## src/verilog/dbg_pkg.sv

```systemverilog
// constants, types and register map shared by the core debug logic
// assumes a 32-bit apb master and a core that reports retirement, events and interrupts
// What this block does
// - tool reads and writes every core resource
// - internal mode: event raises debug exception
// - external mode: event stops the core
// - stopped core accepts run, step, freeze, breakpoints
// - tool writes instructions into instruction cache
// - external mode commands travel over serial port
// - wait mode: event enters wait, not stop
// - wait state services interrupts, then returns
// - trace of retired instructions always on
// - debug event flags trace capture to tool
// - little-endian fetches stored byte-swapped
package dbg_pkg;

	// register byte offsets
	localparam logic [7:0] OFF_CTRL = 8'h00;
	localparam logic [7:0] OFF_STATUS = 8'h04;
	localparam logic [7:0] OFF_CMD = 8'h08;
	localparam logic [7:0] OFF_DATA = 8'h0C;
	localparam logic [7:0] OFF_BP = 8'h10;
	localparam logic [7:0] OFF_IRQ_STAT = 8'h14;
	localparam logic [7:0] OFF_IRQ_MASK = 8'h18;

	// control register fields
	localparam int CTRL_MODE_LSB = 0;
	localparam int CTRL_LE_BIT = 2;
	localparam int CTRL_BP_EN_BIT = 3;

	// status register fields
	localparam int STAT_STATE_LSB = 0;
	localparam int STAT_FREEZE_BIT = 3;

	// interrupt status bits
	localparam int IRQ_EVENT_BIT = 0;
	localparam int IRQ_SERVICE_BIT = 1;
	localparam int IRQ_FRAME_BIT = 2;
	localparam int IRQ_BITS = 3;

	// reset values
	localparam logic [31:0] BP_RST = 32'h0000_0000;
	localparam logic [31:0] DATA_RST = 32'h0000_0000;
	localparam logic [2:0] IRQ_MASK_RST = 3'h0;
	// serial pin idle levels {tdi, tms, tck}: tms high, so reset sees no frame
	localparam logic [2:0] PIN_IDLE = 3'h2;

	// serial frame: 8-bit command then 32-bit argument, msb first
	localparam int FRAME_BITS = 40;
	localparam logic [31:0] IC_ADDR_STEP = 32'h0000_0004;

	// command codes
	localparam logic [7:0] OP_RUN = 8'h01;
	localparam logic [7:0] OP_STEP = 8'h02;
	localparam logic [7:0] OP_FREEZE = 8'h03;
	localparam logic [7:0] OP_THAW = 8'h04;
	localparam logic [7:0] OP_SET_ADDR = 8'h05;
	localparam logic [7:0] OP_RES_WR = 8'h06;
	localparam logic [7:0] OP_RES_RD = 8'h07;
	localparam logic [7:0] OP_IC_WR = 8'h08;
	localparam logic [7:0] OP_SET_BP = 8'h09;
	localparam logic [7:0] OP_SET_MODE = 8'h0A;

	typedef enum logic [1:0] {
		MODE_INTERNAL = 2'b00,
		MODE_EXTERNAL = 2'b01,
		MODE_WAIT = 2'b10
	} mode_t;

	// gray along run, stop, step, wait, service
	typedef enum logic [2:0] {
		ST_RUN = 3'b000,
		ST_STOP = 3'b001,
		ST_STEP = 3'b011,
		ST_WAIT = 3'b010,
		ST_SERVICE = 3'b110
	} state_t;

	typedef struct packed {
		logic [7:0] op;
		logic [31:0] arg;
	} cmd_t;

	typedef struct packed {
		logic valid;
		logic trigger;
		logic [31:0] pc;
	} trace_t;

endpackage : dbg_pkg
```

## src/verilog/cpu_debug_logic.sv

```systemverilog
// debug logic of an embedded core: apb registers, serial test port, run control, trace
// assumes core strobes are on pclk; serial pins arrive asynchronously and are oversampled
`timescale 1ns/1ps
`default_nettype none
module cpu_debug_logic (
	input wire logic pclk,
	input wire logic presetn,
	input wire logic [7:0] paddr,
	input wire logic psel,
	input wire logic penable,
	input wire logic pwrite,
	input wire logic [31:0] pwdata,
	output logic [31:0] prdata,
	output logic pready,
	output logic pslverr,
	output logic irq,
	input wire logic jtag_tck,
	input wire logic jtag_tms,
	input wire logic jtag_tdi,
	output logic jtag_tdo,
	output logic jtag_tdo_oe_n,
	input wire logic debug_event,
	input wire logic retire_valid,
	input wire logic [31:0] retire_pc,
	input wire logic core_irq,
	input wire logic irq_done,
	input wire logic [31:0] res_rdata,
	output logic core_halt,
	output logic core_step,
	output logic timer_freeze,
	output logic dbg_exception,
	output logic [31:0] res_addr,
	output logic [31:0] res_wdata,
	output logic res_we,
	output logic res_re,
	input wire logic fetch_valid,
	input wire logic [31:0] fetch_addr,
	input wire logic [31:0] fetch_data,
	output logic ic_we,
	output logic [31:0] ic_addr,
	output logic [31:0] ic_data,
	output dbg_pkg::trace_t trace_out
);

	// offsets that answer on the bus
	function automatic logic is_mapped(input logic [7:0] a);
		is_mapped = (a == dbg_pkg::OFF_CTRL) || (a == dbg_pkg::OFF_STATUS) ||
			(a == dbg_pkg::OFF_CMD) || (a == dbg_pkg::OFF_DATA) ||
			(a == dbg_pkg::OFF_BP) || (a == dbg_pkg::OFF_IRQ_STAT) ||
			(a == dbg_pkg::OFF_IRQ_MASK);
	endfunction : is_mapped

	dbg_pkg::mode_t mode, next_mode;
	dbg_pkg::state_t state, next_state;
	logic fetch_le, next_fetch_le;
	logic bp_en, next_bp_en;
	logic [31:0] bp_addr, next_bp_addr;
	logic [31:0] data_reg, next_data_reg;
	logic next_freeze;
	logic [31:0] next_res_addr, next_res_wdata;
	logic next_res_we, next_res_re;
	logic next_ic_we;
	logic [31:0] next_ic_addr, next_ic_data;
	logic [dbg_pkg::IRQ_BITS-1:0] irq_stat, next_irq_stat, irq_mask, next_irq_mask, irq_ev;
	logic [31:0] next_prdata;
	logic next_pready, next_pslverr, next_irq;
	logic next_halt, next_step, next_exc;
	dbg_pkg::trace_t next_trace;

	// serial pin sampling: tck, tms, tdi in bits 0..2
	logic [2:0] pin_s1, pin_s2, pin_s3, pin_f, next_pin_f;
	logic tck_rise, tck_fall;
	logic [dbg_pkg::FRAME_BITS-1:0] jsh, next_jsh, j_word;
	logic [5:0] jcnt, next_jcnt;
	logic next_tdo, next_tdo_oe_n, j_go;

	logic wr_acc, apb_go, cmd_go, dbg_evt, bp_hit;
	dbg_pkg::cmd_t cmd;
	logic [7:0] status_byte;

	// a pin change counts once the second and third stage agree
	genvar gi;
	generate
		for (gi = 0; gi < 3; gi++)
		begin : g_pin
			assign next_pin_f[gi] = (pin_s2[gi] == pin_s3[gi]) ? pin_s3[gi] : pin_f[gi];
		end
	endgenerate

	always_ff @(posedge pclk or negedge presetn)
	begin
		if (!presetn)
		begin
			pin_s1 <= dbg_pkg::PIN_IDLE; // idle levels avoid a false frame after reset
			pin_s2 <= dbg_pkg::PIN_IDLE;
			pin_s3 <= dbg_pkg::PIN_IDLE;
			pin_f <= dbg_pkg::PIN_IDLE;
		end
		else
		begin
			pin_s1 <= {jtag_tdi, jtag_tms, jtag_tck};
			pin_s2 <= pin_s1;
			pin_s3 <= pin_s2;
			pin_f <= next_pin_f;
		end
	end

	assign tck_rise = next_pin_f[0] & ~pin_f[0];
	assign tck_fall = ~next_pin_f[0] & pin_f[0];
	assign j_word = {jsh[dbg_pkg::FRAME_BITS-2:0], next_pin_f[2]};
	assign status_byte = {4'h0, timer_freeze, state};

	// serial frame: tms low frames it, tdi shifts in on tck rise, tdo moves on tck fall
	always_comb
	begin
		next_jsh = jsh;
		next_jcnt = jcnt;
		next_tdo = jtag_tdo;
		next_tdo_oe_n = 1'b1;
		j_go = 1'b0;
		if (next_pin_f[1])
		begin
			next_jcnt = 6'h0; // tms high aborts a partial frame
		end
		else
		begin
			next_tdo_oe_n = 1'b0;
			if (tck_rise)
			begin
				next_jsh = j_word;
				if (jcnt == 6'(dbg_pkg::FRAME_BITS - 1))
				begin
					j_go = 1'b1;
					next_jcnt = 6'h0;
					next_jsh = {status_byte, data_reg}; // reply shifts out next frame
				end
				else
				begin
					next_jcnt = jcnt + 6'h1;
				end
			end
		end
		// the closing fall comes with tms high; it must still present the reply msb
		if (tck_fall)
		begin
			next_tdo = jsh[dbg_pkg::FRAME_BITS-1];
		end
	end

	always_ff @(posedge pclk or negedge presetn)
	begin
		if (!presetn)
		begin
			jsh <= {dbg_pkg::FRAME_BITS{1'b0}};
			jcnt <= 6'h0;
			jtag_tdo <= 1'b0;
			jtag_tdo_oe_n <= 1'b1;
		end
		else
		begin
			jsh <= next_jsh;
			jcnt <= next_jcnt;
			jtag_tdo <= next_tdo;
			jtag_tdo_oe_n <= next_tdo_oe_n;
		end
	end

	// software commands only act in internal mode; in the others the tool owns the core
	assign wr_acc = psel & penable & pready & pwrite;
	assign apb_go = wr_acc & (paddr == dbg_pkg::OFF_CMD) & (mode == dbg_pkg::MODE_INTERNAL);
	assign cmd_go = j_go | apb_go;
	assign cmd = j_go ? dbg_pkg::cmd_t'(j_word) : {pwdata[7:0], data_reg};
	assign bp_hit = bp_en & retire_valid & (retire_pc == bp_addr);
	assign dbg_evt = (debug_event | bp_hit) & (state == dbg_pkg::ST_RUN);

	// apb slave: decode in setup, answer in the first access cycle
	always_comb
	begin
		next_pready = psel & ~penable;
		next_pslverr = psel & ~penable & ~is_mapped(paddr);
		next_prdata = 32'h0000_0000;
		if (psel & ~penable & ~pwrite)
		begin
			case (paddr)
				dbg_pkg::OFF_CTRL: next_prdata = {28'h000_0000, bp_en, fetch_le, mode};
				dbg_pkg::OFF_STATUS: next_prdata = {28'h000_0000, timer_freeze, state};
				dbg_pkg::OFF_DATA: next_prdata = data_reg;
				dbg_pkg::OFF_BP: next_prdata = bp_addr;
				dbg_pkg::OFF_IRQ_STAT: next_prdata = {29'h0000_0000, irq_stat};
				dbg_pkg::OFF_IRQ_MASK: next_prdata = {29'h0000_0000, irq_mask};
				default: next_prdata = 32'h0000_0000;
			endcase
		end
	end

	always_ff @(posedge pclk or negedge presetn)
	begin
		if (!presetn)
		begin
			prdata <= 32'h0000_0000;
			pready <= 1'b0;
			pslverr <= 1'b0;
		end
		else
		begin
			prdata <= next_prdata;
			pready <= next_pready;
			pslverr <= next_pslverr;
		end
	end

	// configuration, resource access and instruction cache port
	always_comb
	begin
		next_mode = mode;
		next_fetch_le = fetch_le;
		next_bp_en = bp_en;
		next_bp_addr = bp_addr;
		next_data_reg = data_reg;
		next_freeze = timer_freeze;
		next_res_addr = res_addr;
		next_res_wdata = res_wdata;
		next_res_we = 1'b0;
		next_res_re = 1'b0;
		next_ic_we = 1'b0;
		next_ic_addr = ic_addr;
		next_ic_data = ic_data;
		if (res_re)
		begin
			next_data_reg = res_rdata;
		end
		if (wr_acc)
		begin
			case (paddr)
				dbg_pkg::OFF_CTRL:
				begin
					if (pwdata[dbg_pkg::CTRL_MODE_LSB+:2] != 2'b11)
					begin
						next_mode = dbg_pkg::mode_t'(pwdata[dbg_pkg::CTRL_MODE_LSB+:2]);
					end
					next_fetch_le = pwdata[dbg_pkg::CTRL_LE_BIT];
					next_bp_en = pwdata[dbg_pkg::CTRL_BP_EN_BIT];
				end
				dbg_pkg::OFF_DATA: next_data_reg = pwdata;
				dbg_pkg::OFF_BP: next_bp_addr = pwdata;
				default: ;
			endcase
		end
		if (cmd_go)
		begin
			case (cmd.op)
				dbg_pkg::OP_FREEZE: next_freeze = 1'b1;
				dbg_pkg::OP_THAW: next_freeze = 1'b0;
				dbg_pkg::OP_SET_ADDR: next_res_addr = cmd.arg;
				dbg_pkg::OP_RES_WR:
				begin
					next_res_wdata = cmd.arg;
					next_res_we = 1'b1;
				end
				dbg_pkg::OP_RES_RD: next_res_re = 1'b1;
				dbg_pkg::OP_IC_WR:
				begin
					next_ic_we = 1'b1;
					next_ic_addr = res_addr;
					next_ic_data = cmd.arg;
					next_res_addr = res_addr + dbg_pkg::IC_ADDR_STEP; // streams code words
				end
				dbg_pkg::OP_SET_BP:
				begin
					next_bp_addr = cmd.arg;
					next_bp_en = 1'b1;
				end
				dbg_pkg::OP_SET_MODE:
				begin
					if (cmd.arg[1:0] != 2'b11)
					begin
						next_mode = dbg_pkg::mode_t'(cmd.arg[1:0]);
					end
				end
				default: ;
			endcase
		end
		// debug writes win the cache port; OP_IC_WR is taken in any state, so a fetch in the same cycle is dropped
		if (fetch_valid & ~next_ic_we)
		begin
			next_ic_we = 1'b1;
			next_ic_addr = fetch_addr;
			next_ic_data = fetch_le ? {fetch_data[7:0], fetch_data[15:8], fetch_data[23:16],
				fetch_data[31:24]} : fetch_data;
		end
	end

	always_ff @(posedge pclk or negedge presetn)
	begin
		if (!presetn)
		begin
			mode <= dbg_pkg::MODE_INTERNAL;
			fetch_le <= 1'b0;
			bp_en <= 1'b0;
			bp_addr <= dbg_pkg::BP_RST;
			data_reg <= dbg_pkg::DATA_RST;
			timer_freeze <= 1'b0;
			res_addr <= 32'h0000_0000;
			res_wdata <= 32'h0000_0000;
			res_we <= 1'b0;
			res_re <= 1'b0;
			ic_we <= 1'b0;
			ic_addr <= 32'h0000_0000;
			ic_data <= 32'h0000_0000;
		end
		else
		begin
			mode <= next_mode;
			fetch_le <= next_fetch_le;
			bp_en <= next_bp_en;
			bp_addr <= next_bp_addr;
			data_reg <= next_data_reg;
			timer_freeze <= next_freeze;
			res_addr <= next_res_addr;
			res_wdata <= next_res_wdata;
			res_we <= next_res_we;
			res_re <= next_res_re;
			ic_we <= next_ic_we;
			ic_addr <= next_ic_addr;
			ic_data <= next_ic_data;
		end
	end

	// run control
	always_comb
	begin
		next_state = state;
		next_step = 1'b0;
		next_exc = 1'b0;
		case (state)
			dbg_pkg::ST_RUN:
			begin
				if (dbg_evt)
				begin
					case (mode)
						dbg_pkg::MODE_EXTERNAL: next_state = dbg_pkg::ST_STOP;
						dbg_pkg::MODE_WAIT: next_state = dbg_pkg::ST_WAIT;
						default: next_exc = 1'b1;
					endcase
				end
			end
			dbg_pkg::ST_STOP, dbg_pkg::ST_WAIT:
			begin
				if (cmd_go & (cmd.op == dbg_pkg::OP_RUN))
				begin
					next_state = dbg_pkg::ST_RUN;
				end
				else if (cmd_go & (cmd.op == dbg_pkg::OP_STEP))
				begin
					next_state = dbg_pkg::ST_STEP;
					next_step = 1'b1;
				end
				else if ((state == dbg_pkg::ST_WAIT) & core_irq)
				begin
					next_state = dbg_pkg::ST_SERVICE;
				end
			end
			dbg_pkg::ST_STEP:
			begin
				if (retire_valid)
				begin
					next_state = (mode == dbg_pkg::MODE_WAIT) ? dbg_pkg::ST_WAIT : dbg_pkg::ST_STOP;
				end
			end
			dbg_pkg::ST_SERVICE:
			begin
				if (irq_done)
				begin
					next_state = dbg_pkg::ST_WAIT;
				end
			end
			default: next_state = dbg_pkg::ST_RUN;
		endcase
		next_halt = (next_state == dbg_pkg::ST_STOP) || (next_state == dbg_pkg::ST_WAIT);
		// trace runs in every mode and state
		next_trace.valid = retire_valid;
		next_trace.pc = retire_pc;
		next_trace.trigger = dbg_evt;
	end

	always_ff @(posedge pclk or negedge presetn)
	begin
		if (!presetn)
		begin
			state <= dbg_pkg::ST_RUN;
			core_halt <= 1'b0;
			core_step <= 1'b0;
			dbg_exception <= 1'b0;
			trace_out <= '0;
		end
		else
		begin
			state <= next_state;
			core_halt <= next_halt;
			core_step <= next_step;
			dbg_exception <= next_exc;
			trace_out <= next_trace;
		end
	end

	// sticky event bits; a new event wins over a write-one clear in the same cycle
	always_comb
	begin
		irq_ev = '0;
		irq_ev[dbg_pkg::IRQ_EVENT_BIT] = dbg_evt;
		irq_ev[dbg_pkg::IRQ_SERVICE_BIT] = (state == dbg_pkg::ST_WAIT) &
			(next_state == dbg_pkg::ST_SERVICE);
		irq_ev[dbg_pkg::IRQ_FRAME_BIT] = j_go;
		next_irq_stat = irq_stat;
		next_irq_mask = irq_mask;
		if (wr_acc & (paddr == dbg_pkg::OFF_IRQ_STAT))
		begin
			next_irq_stat = irq_stat & ~pwdata[dbg_pkg::IRQ_BITS-1:0];
		end
		if (wr_acc & (paddr == dbg_pkg::OFF_IRQ_MASK))
		begin
			next_irq_mask = pwdata[dbg_pkg::IRQ_BITS-1:0];
		end
		next_irq_stat = next_irq_stat | irq_ev;
		next_irq = |(next_irq_stat & next_irq_mask);
	end

	always_ff @(posedge pclk or negedge presetn)
	begin
		if (!presetn)
		begin
			irq_stat <= '0;
			irq_mask <= dbg_pkg::IRQ_MASK_RST;
			irq <= 1'b0;
		end
		else
		begin
			irq_stat <= next_irq_stat;
			irq_mask <= next_irq_mask;
			irq <= next_irq;
		end
	end

endmodule : cpu_debug_logic
`default_nettype wire

```

## config.mk

```make
export PLATFORM = sky130hd
export DESIGN_NAME = cpu_debug_logic
export DESIGN_NICKNAME = d
export VERILOG_FILES = /design/src/verilog/dbg_pkg.sv /design/src/verilog/cpu_debug_logic.sv
export SDC_FILE = /design/constraint.sdc
export NUM_CORES = 1
export LEC_CHECK = 0
export BUFFER_PORTS_ARGS = -buffer_cell sky130_fd_sc_hd__buf_4
export CORE_MARGIN = 2
export CORE_UTILIZATION = 58
export DETAILED_ROUTE_END_ITERATION = 8
export PLACE_DENSITY_LB_ADDON = 0.08
export SYNTH_ARGS = -nofsm -noshare
export SYNTH_HDL_FRONTEND = slang
export SYNTH_SLANG_ARGS = --single-unit
```

## constraint.sdc

```tcl
create_clock -name pclk -period 4.2 [get_ports pclk]
set_input_delay 0.42 -clock pclk [delete_from_list [all_inputs] [get_ports pclk]]
set_output_delay 0.42 -clock pclk [all_outputs]
set_load 0.02 [all_outputs]
```

Word-level counts from Yosys, hierarchy flattened. Cells that the tools add are included. W data, S select, Z words.

Add/sub/neg operators: 2. $mul: 0. Divide/modulo/power cells: 0. Order comparisons: 0. Equal/unequal tests: 32. Shifts and indexed selects: 0. Muxes and demuxes: 64. Bitwise operators: 33. Reduce and logical (&&, ||, !) cells: 24.

Operators with widths (count): $mux W32 (15); $pmux W32 S6 (1); $mux W40 (2); $pmux W32 S2 (1); $eq A8 B3 Y1 const B (5); $eq A8 B4 Y1 const B (5); $add A32 B3 Y32 const B (1); $eq A32 B32 Y1 (1); $eq A8 B5 Y1 const B (3); $mux W1 (24); $mux W3 (8); $and A1 B1 Y1 (20); $mux W6 (3); $eq A8 B2 Y1 const B (2); $mux W2 (7); $pmux W3 S4 (1); $reduce_and A2 Y1 (6); $reduce_bool A2 Y1 (5); $eq A3 B2 Y1 const B (3); $eq A8 B1 Y1 const B (1); $logic_not A8 Y1 (1); $logic_or A1 B1 Y1 (7); $not A1 Y1 (7); $add A6 B1 Y6 const B (1); other kinds (17) (25).

Bits in registers: 341. Latch bits: 0. RAM bits: 0. Memory bits (read-only): 0. Bits of input ports: 181. Output and inout bits: 206. Word-level logic and storage cells: 189. Memories kept: 0.

Depth between registers and ports, before layout. Gate-level depths: netlist (run 1).

Depth in word-level cells: 16. Mapped depth: 11. Mapped depth without buffers: 8.

Worst setup path before layout (run 1). No wires, ideal clock.

Path kind: register to register. Start point: register pin_f[1]. End point: register bp_addr[10]. Library setup time: 0.137 ns. Data arrival time: 2.354 ns. Data required time: 4.063 ns. Setup slack: 1.709 ns. Stages on the path, launching flop included: 9. Buffers on the path: 3. Clock period less this slack: 2.491 ns. Cell sequence: dfstp_2 maj3_2 nor4_4 buf_2 mux2i_1 and2_1 clkbuf_1 buf_1 a21oi_1.

Word-level cells in the longest chain between the ends: 6. Elaborated cells on any way between the ends: 7. Classes of those cells: eq/ne: 1; mux: 5; bitwise: 1.

Ends and longest elaborated chain: start, declared (line cpu_debug_logic.sv:71) `logic [2:0] pin_s1, pin_s2, pin_s3, pin_f, next_pin_f;`; start signal, assigned (line cpu_debug_logic.sv:97) `pin_f <= dbg_pkg::PIN_IDLE;`; start signal, assigned (line cpu_debug_logic.sv:104) `pin_f <= next_pin_f;`; $mux W1 (*) (line cpu_debug_logic.sv:86) `assign next_pin_f[gi] = (pin_s2[gi] == pin_s3[gi]) ? pin_s3[gi] : pin_f[gi];`; $mux W1 (*) (line cpu_debug_logic.sv:121) `if (next_pin_f[1])`; $mux W40 (line cpu_debug_logic.sv:172) `assign cmd = j_go ? dbg_pkg::cmd_t'(j_word) : {pwdata[7:0], data_reg};`; $eq A8 B4 Y1 (line cpu_debug_logic.sv:251) `case (cmd.op)`; $mux W32 (line cpu_debug_logic.sv:251); $mux W32 (*) (line cpu_debug_logic.sv:249) `if (cmd_go)`; named net next_bp_addr[10] (line cpu_debug_logic.sv:57) `logic [31:0] bp_addr, next_bp_addr;`; end signal, assigned (line cpu_debug_logic.sv:300) `bp_addr <= dbg_pkg::BP_RST;`; end signal, assigned (line cpu_debug_logic.sv:316) `bp_addr <= next_bp_addr;`; end, declared (line cpu_debug_logic.sv:57).

The timed path passes the listed nets; every way through them passes the cells marked *. A chain may end at the register's enable or synchronous reset.

Worst setup path after layout (run 1).
Start point: register pin_f[0]. End point: register res_addr[9].

Word-level cells in the longest chain between the ends: 8. Elaborated cells on any way between the ends: 12. Classes of those cells: eq/ne: 2; mux: 5; bitwise: 3; reduce/logical: 2.

Ends and longest elaborated chain: $mux W1 or $not A1 Y1 (tied branches) (line cpu_debug_logic.sv:86, cpu_debug_logic.sv:108); $and A1 B1 Y1 (*) (line cpu_debug_logic.sv:108) `assign tck_rise = next_pin_f[0] & ~pin_f[0];`; $mux W1 (*) (line cpu_debug_logic.sv:128) `if (tck_rise)`; $mux W1 (*) (line cpu_debug_logic.sv:121); $mux W40 (line cpu_debug_logic.sv:172); $eq A8 B4 Y1 or $eq A8 B3 Y1 (tied branches) (line cpu_debug_logic.sv:251); $reduce_bool A2 Y1 (no source line); $reduce_and A2 Y1 (no source line); end signal, assigned (line cpu_debug_logic.sv:319) `res_addr <= next_res_addr;`; end, declared (line cpu_debug_logic.sv:32) `output logic [31:0] res_addr,`.

Every way passes the cells marked *; elsewhere a longest branch is shown, timed or not.

==> results of run 1 <==
## where the power goes
part	switching, mW	internal [mW]	total, mW
clock	1.33	2.01	3.34
combinational	0.574	0.475	1.05
sequential	0.252	3.56	3.81
## kinds of logic (layout without fill, tap and decap cells)
kind of cell | count (synthesis) | count (layout) | synth area share
AOI/OAI and AO/OA | 408 | 408 | 0.150
xor gates and xnor gates | 36 | 36 | 0.0198
adders and majority gates | 8 | 8 | 0.00588
buffers and inverters | 119 | 494 | 0.0307
DFF | 340 | 340 | 0.534
muxes | 167 | 167 | 0.108
other | 0 | 5 | 0
and+or+nand+nor | 552 | 552 | 0.152
## path summary, 6_finish.rpt
path / cells after the start / start / slack, ns / endpoint
worst max-delay path: 5 / pin_f[0]$_DFF_PN0_ / 0.74 / res_addr[9]$_DFFE_PN0P_
worst min-delay path: 1 / jtag_tms / 0.01 / pin_s1[1]$_DFF_PN1_
worst max register to register: 5 / pin_f[0]$_DFF_PN0_ / 0.74 / res_addr[9]$_DFFE_PN0P_
worst min register to register: 0 / pin_s1[0]$_DFF_PN0_ / 0.35 / pin_s2[0]$_DFF_PN0_
max in group asynchronous: 3 / presetn / 2.58 / res_wdata[15]$_DFFE_PN0P_
min in group asynchronous: 2 / presetn / 0.54 / trace_out[12]$_DFF_PN0_
## worst max-delay path, cell delays in order, from the launching register on
cell	delay (ns)
dfrtp_1	0.41
nand3b_1	0.39
or4_2	1.20
mux2i_1	0.95
a22o_1	0.28
a21oi_1	0.06
## area by class of cell
class | count | area, sq um | area share
Sequential cell | 340 | 8520 | 0.417
Multi-Input combinational cell | 1171 | 6990 | 0.342
Timing Repair Buffer | 420 | 3210 | 0.157
Clock buffer | 56 | 1080 | 0.0528
Tap cell | 341 | 427 | 0.0209
Clock inverter | 9 | 148 | 0.00724
Inverter | 9 | 33.8 | 0.00166
Antenna cell | 5 | 12.5 | 0.000613
## cell usage in the layout (no fill, tap or decap), types with 7 or more instances in the layout
cell type	netlist	layout
xnor2_1	18	18
a31oi_1	40	40
and3_1	8	8
clkbuf_16	0	37
buf_4	1	413
nor3_1	13	13
nand2_1	235	234
nor2_1	197	193
xor2_1	18	18
o21ai_0	95	95
mux2i_1	129	129
a21oi_1	164	164
dfrtp_1	336	334
clkbuf_8	0	8
a21o_1	7	7
nand3_1	20	20
nor4_1	9	9
nand4_1	12	12
inv_1	9	9
mux2_2	38	38
a22oi_1	40	40
clkbuf_1	79	11
o211ai_1	35	35
## routing by layer
metal / routed length (microns) / vias to the layer above / global-route usage
met5: 0 / - / 0
met4: 2000 / 0 / 0.149
met3: 5060 / 124 / 0.0747
met2: 24600 / 833 / 0.570
met1: 21000 / 7017 / 0.500
li1: - / 6434 / -
==> impl_metrics.tcl, run 1 <==
set metrics [dict create \
    insertion_delay_ns 0.52 \
    peakVddDrop_mv 0.342 \
    drt-total-wl_microns 52600 \
    hp-class "in -> reg" \
    ys.flop_type "dfrtp_1" \
    port_buffers 386 \
    nets 2165 \
    synth-edff-count 0 \
    dp_cells 2278 \
    worst_clock_skew_ns 0.0161 \
    clk_pin_slew_ns 0.06 \
    final_area_sq_um 20400 \
    setup-violations-final 0 \
    cts_resized 0 \
    cp-end-kind "flip-flop" \
    utilization 0.757 \
    design_power_total_mw 8.20 \
    synth.avg_cell_area_sq_um 9.79 \
    grt_max_degree 106 \
    h-tree-depth 2 \
    drive_gt1_frac 0.268 \
    cts_tree "yes" \
    die_w_microns 170 \
    cts_root_buf "clkbuf_16" \
    path_class "reg -> reg" \
    drt-pass1-iter-count 7 \
    crit_required_ns 4.58 \
    whs_ns 0.0147 \
    first_global_vias 14099 \
    synth_cells 1630 \
    period_needed_ns 3.46 \
    synth.ff_latch_count 340 \
    antenna_found_initial 5 \
    worst_slack_ns 0.745 \
    synth_top_area_cell "dfrtp_1" \
    syn2layout_area_growth_pct 27.9 \
    place.gp.congestion 0.940 \
    yosysSeqAreaShare 0.534 \
    yosysUniqueCellTypes 68 \
    setup-tns-final_ns 0 \
    drc_errors 0 \
    rows 60 \
    synthesis.area_sq_um 16000 \
    synth.area.top_cells "dfrtp_1, mux2i_1, nand2_1" \
    yosysWarningCount 0 \
    cts.sinks 340 \
    power_density_nw_per_um2 402 \
    instances_no_fill 2351 \
    synth.top_cell.area_share 0.527 \
    vias 14408 \
    crit_fanout 31 \
    max_slew_margin 0.215 \
    routedWlPerCell_microns 22.4 \
    die-area_sq_um 28800 \
    numCtsBuffers 37 \
    top_regs "jsh (40), trace_out (34)" \
    dp_slack_ns 0.897 \
    worst_pin_slew_ns 1.18 \
    core_sq_um 27000 \
    synth_nets 1816 \
    hold_buffers 1 \
    hold_viol 0 \
    slew_viol_final 0 \
    rsz0062_at_grt "false" \
    grt_overflow 0 \
    worstPathArrival_ns 3.83 \
    ys_async_sr_fraction 1.00 \
    p_leak_nw 9.69 \
    start_util 0.592 \
    post-cts-setup-buffers 0 \
    post-dp-hpwl_microns 37200 \
    regMostFlops "jsh" \
    synth_commonest_cells "dfrtp_1, nand2_1, nor2_1" \
    post-synth-top-count-cell "dfrtp_1" \
    ioPinCount 387 \
    grt_pass1_wl_microns 80900 \
    placed_area_sq_um 19100 \
    start_kind "flip-flop" \
    drt_iter0_drc 1746 \
    via_per_inst 6.13 \
    n_fill_cell 1959 \
    postRouteAntennaNets 0 \
    post-route-period-util 0.823 \
    grt_usage 0.364 \
    die_h_microns 170 \
    largest_reg_flops 40 \
    clockBufferDepth 3 \
    maxCapViolCount 0 \
    outcome "finished, final reports clean" \
    fmax_mhz 289 \
]
No activity file was read; power rests on OpenSTA's default activity.
==> inputs of run 2 (changes only) <==
CORE_UTILIZATION = 49   (was 58)
clock period = 3.1 ns   (was 4.2 ns; I/O delays follow)
==> impl_metrics.tcl, run 2 (synthesis results as in run 1) <==
set metrics [dict create \
    r2r_start "pin_f[1]$_DFF_PN1_" \
    die_w_microns 184 \
    path_cells "maj3_2, nor4_1, and3_1, o21ai_2, buf_4, o41ai_1, a21oi_1" \
    cts_tree "yes" \
    die_h_microns 184 \
    drt-pass1-iter-count 5 \
    maxCapViolCount 0 \
    rsz0062_at_grt "false" \
    drc_errors 0 \
    numCtsBuffers 38 \
    final_area_sq_um 21400 \
    post-dp-hpwl_microns 38400 \
    grt_overflow 0 \
    place.gp.congestion 0.912 \
    reg2reg_depth 7 \
    worst_clock_skew_ns 0.0216 \
    post-route-period-util 0.908 \
    antenna_found_initial 1 \
    period_needed_ns 2.82 \
    ioPinCount 387 \
    grt_pass1_wl_microns 81500 \
    regToRegSetupSlack_ns 0.28 \
    design_power_total_mw 11.4 \
    cp-end-kind "flip-flop" \
    start_util 0.494 \
    crit_end "res_addr[15]$_DFFE_PN0P_" \
    p_leak_nw 10.1 \
    syn2layout_area_growth_pct 34.3 \
    largest_reg_flops 40 \
    rows 66 \
    clockBufferDepth 3 \
    mostFrequentLayoutCells "buf_4, dfrtp_1, nand2_1" \
    setup-violations-final 0 \
    slew_viol_final 0 \
    instances_no_fill 2536 \
    post-cts-setup-buffers 0 \
    drt_iter0_drc 1073 \
    fmax_mhz 355 \
    path_class "reg -> reg" \
    reg2reg_to "res_addr[15]$_DFFE_PN0P_" \
    insertion_delay_ns 0.53 \
    grt_max_degree 107 \
    drive_gt1_frac 0.282 \
    outcome "finished, final reports clean" \
    top_regs "jsh (40), trace_out (34)" \
    hold_viol 0 \
    clk_pin_slew_ns 0.06 \
    peakVddDrop_mv 0.441 \
    die-area_sq_um 34000 \
    crit_start "pin_f[1]$_DFF_PN1_" \
    hp-class "in -> reg" \
    start_kind "flip-flop" \
    cts_root_buf "clkbuf_16" \
    final_common_cell "buf_4" \
    regMostFlops "jsh" \
    crit_fanout 10 \
    worstPathArrival_ns 3.21 \
    grt_usage 0.312 \
    max_slew_margin 0.409 \
    via_per_inst 5.65 \
    cpPeakStageDelay_ns 0.63 \
    crit_slowest_cell "nor4_1" \
    nets 2250 \
    vias 14321 \
    dp_cells 2428 \
    worst_pin_slew_ns 0.887 \
    crit_required_ns 3.49 \
    h-tree-depth 2 \
    port_buffers 386 \
    cts.sinks 340 \
    routedWlPerCell_microns 21.1 \
    placed_area_sq_um 19700 \
    power_density_nw_per_um2 534 \
    setup-tns-final_ns 0 \
    core_sq_um 32300 \
    drt-total-wl_microns 53500 \
    postRouteAntennaNets 0 \
    first_global_vias 14026 \
]
[run 2: cell types whose count changed in the layout (fill, tap and decap cells not counted)]
| cell | before | now |
|---|---|---|
| clkinv_2 | 4 | 5 |
| inv_6 | 0 | 1 |
| bufinv_16 | 4 | 6 |
| dlygate4sd3_1 | 3 | 38 |
| diode_2 | 5 | 1 |
| clkbuf_8 | 8 | 7 |
| buf_4 | 413 | 455 |
| buf_12 | 3 | 10 |
| clkinvlp_4 | 1 | 0 |
| clkbuf_16 | 37 | 39 |
[run 2: cell type report]
| type | count | area [sq um] |
|---|---|---|
| Clock inverter | 12 | 214 |
| Timing Repair Buffer | 504 | 4010 |
| Multi-Input combinational cell | 1171 | 6990 |
| Tap cell | 442 | 553 |
| Fill cell | 2603 | 10900 |
| Antenna cell | 1 | 2.50 |
| Sequential cell | 340 | 8520 |
| Clock buffer | 57 | 1110 |
| Inverter | 9 | 33.8 |
[run 2: worst min path at each step]
stage / from / endpoint / slack (ns) / cells after the start
after floorplan: presetn / bp_addr[0]$_DFF_PN0_ / 0.01 / 0
after CTS: pwdata[27] / data_reg[27]$_DFF_PN0_ / 0.03 / 3
after global routing: pwdata[27] / data_reg[27]$_DFF_PN0_ / 0.04 / 3
after global placement: pin_s1[0]$_DFF_PN0_ / pin_s2[0]$_DFF_PN0_ / 0.33 / 0
final: pwdata[28] / data_reg[28]$_DFF_PN0_ / 0.05 / 3
after detailed placement: pin_s1[2]$_DFF_PN0_ / pin_s2[2]$_DFF_PN0_ / 0.34 / 0
[run 2: what timing repair did]
| item | 4_1_cts | 5_1_grt |
|---|---|---|
| hold buffers | 38 | 0 |
| endpoints found under the hold margin | 129 | 0 |
| gates resized for setup | 0 | 0 |
[run 2: stage by stage]
| stage | hold WS, ns | utilization | setup slack (ns) |
|---|---|---|---|
| 3_5_place_dp | 0.342 | 0.611 | 0.303 |
| 5_1_grt | 0.0446 | 0.664 | 0.0753 |
| 2_1_floorplan | 0.0144 | - | 0.609 |
| 6_report | 0.0512 | 0.664 | 0.285 |
| 3_3_place_gp | 0.333 | 0.611 | 0.384 |
| 4_1_cts | 0.0349 | 0.664 | 0.296 |
[run 2: metal layers]
layer | part of all wire | wire, microns | GRT usage
met1 | 0.42 | 22600 | 0.431
met2 | 0.47 | 24900 | 0.499
met3 | 0.076 | 4060 | 0.0537
met4 | 0.035 | 1880 | 0.107
met5 | 0 | 0 | 0
[run 2: power by group]
part           internal [mW]  leakage (nW)  switching, mW  total, mW
combinational          0.687          5.22          0.785       1.47
clock                   2.98         0.653           1.85       4.83
sequential              4.82          4.27          0.327       5.15
[run 2: critical path: cells and delay by family (launching register included)]
family / cells / cell delay, ns
flops: 1 / 0.37
simple gates: 2 / 1.03
buf+inv: 1 / 0.23
fa+ha+maj: 1 / 0.36
compound gates: 3 / 0.68
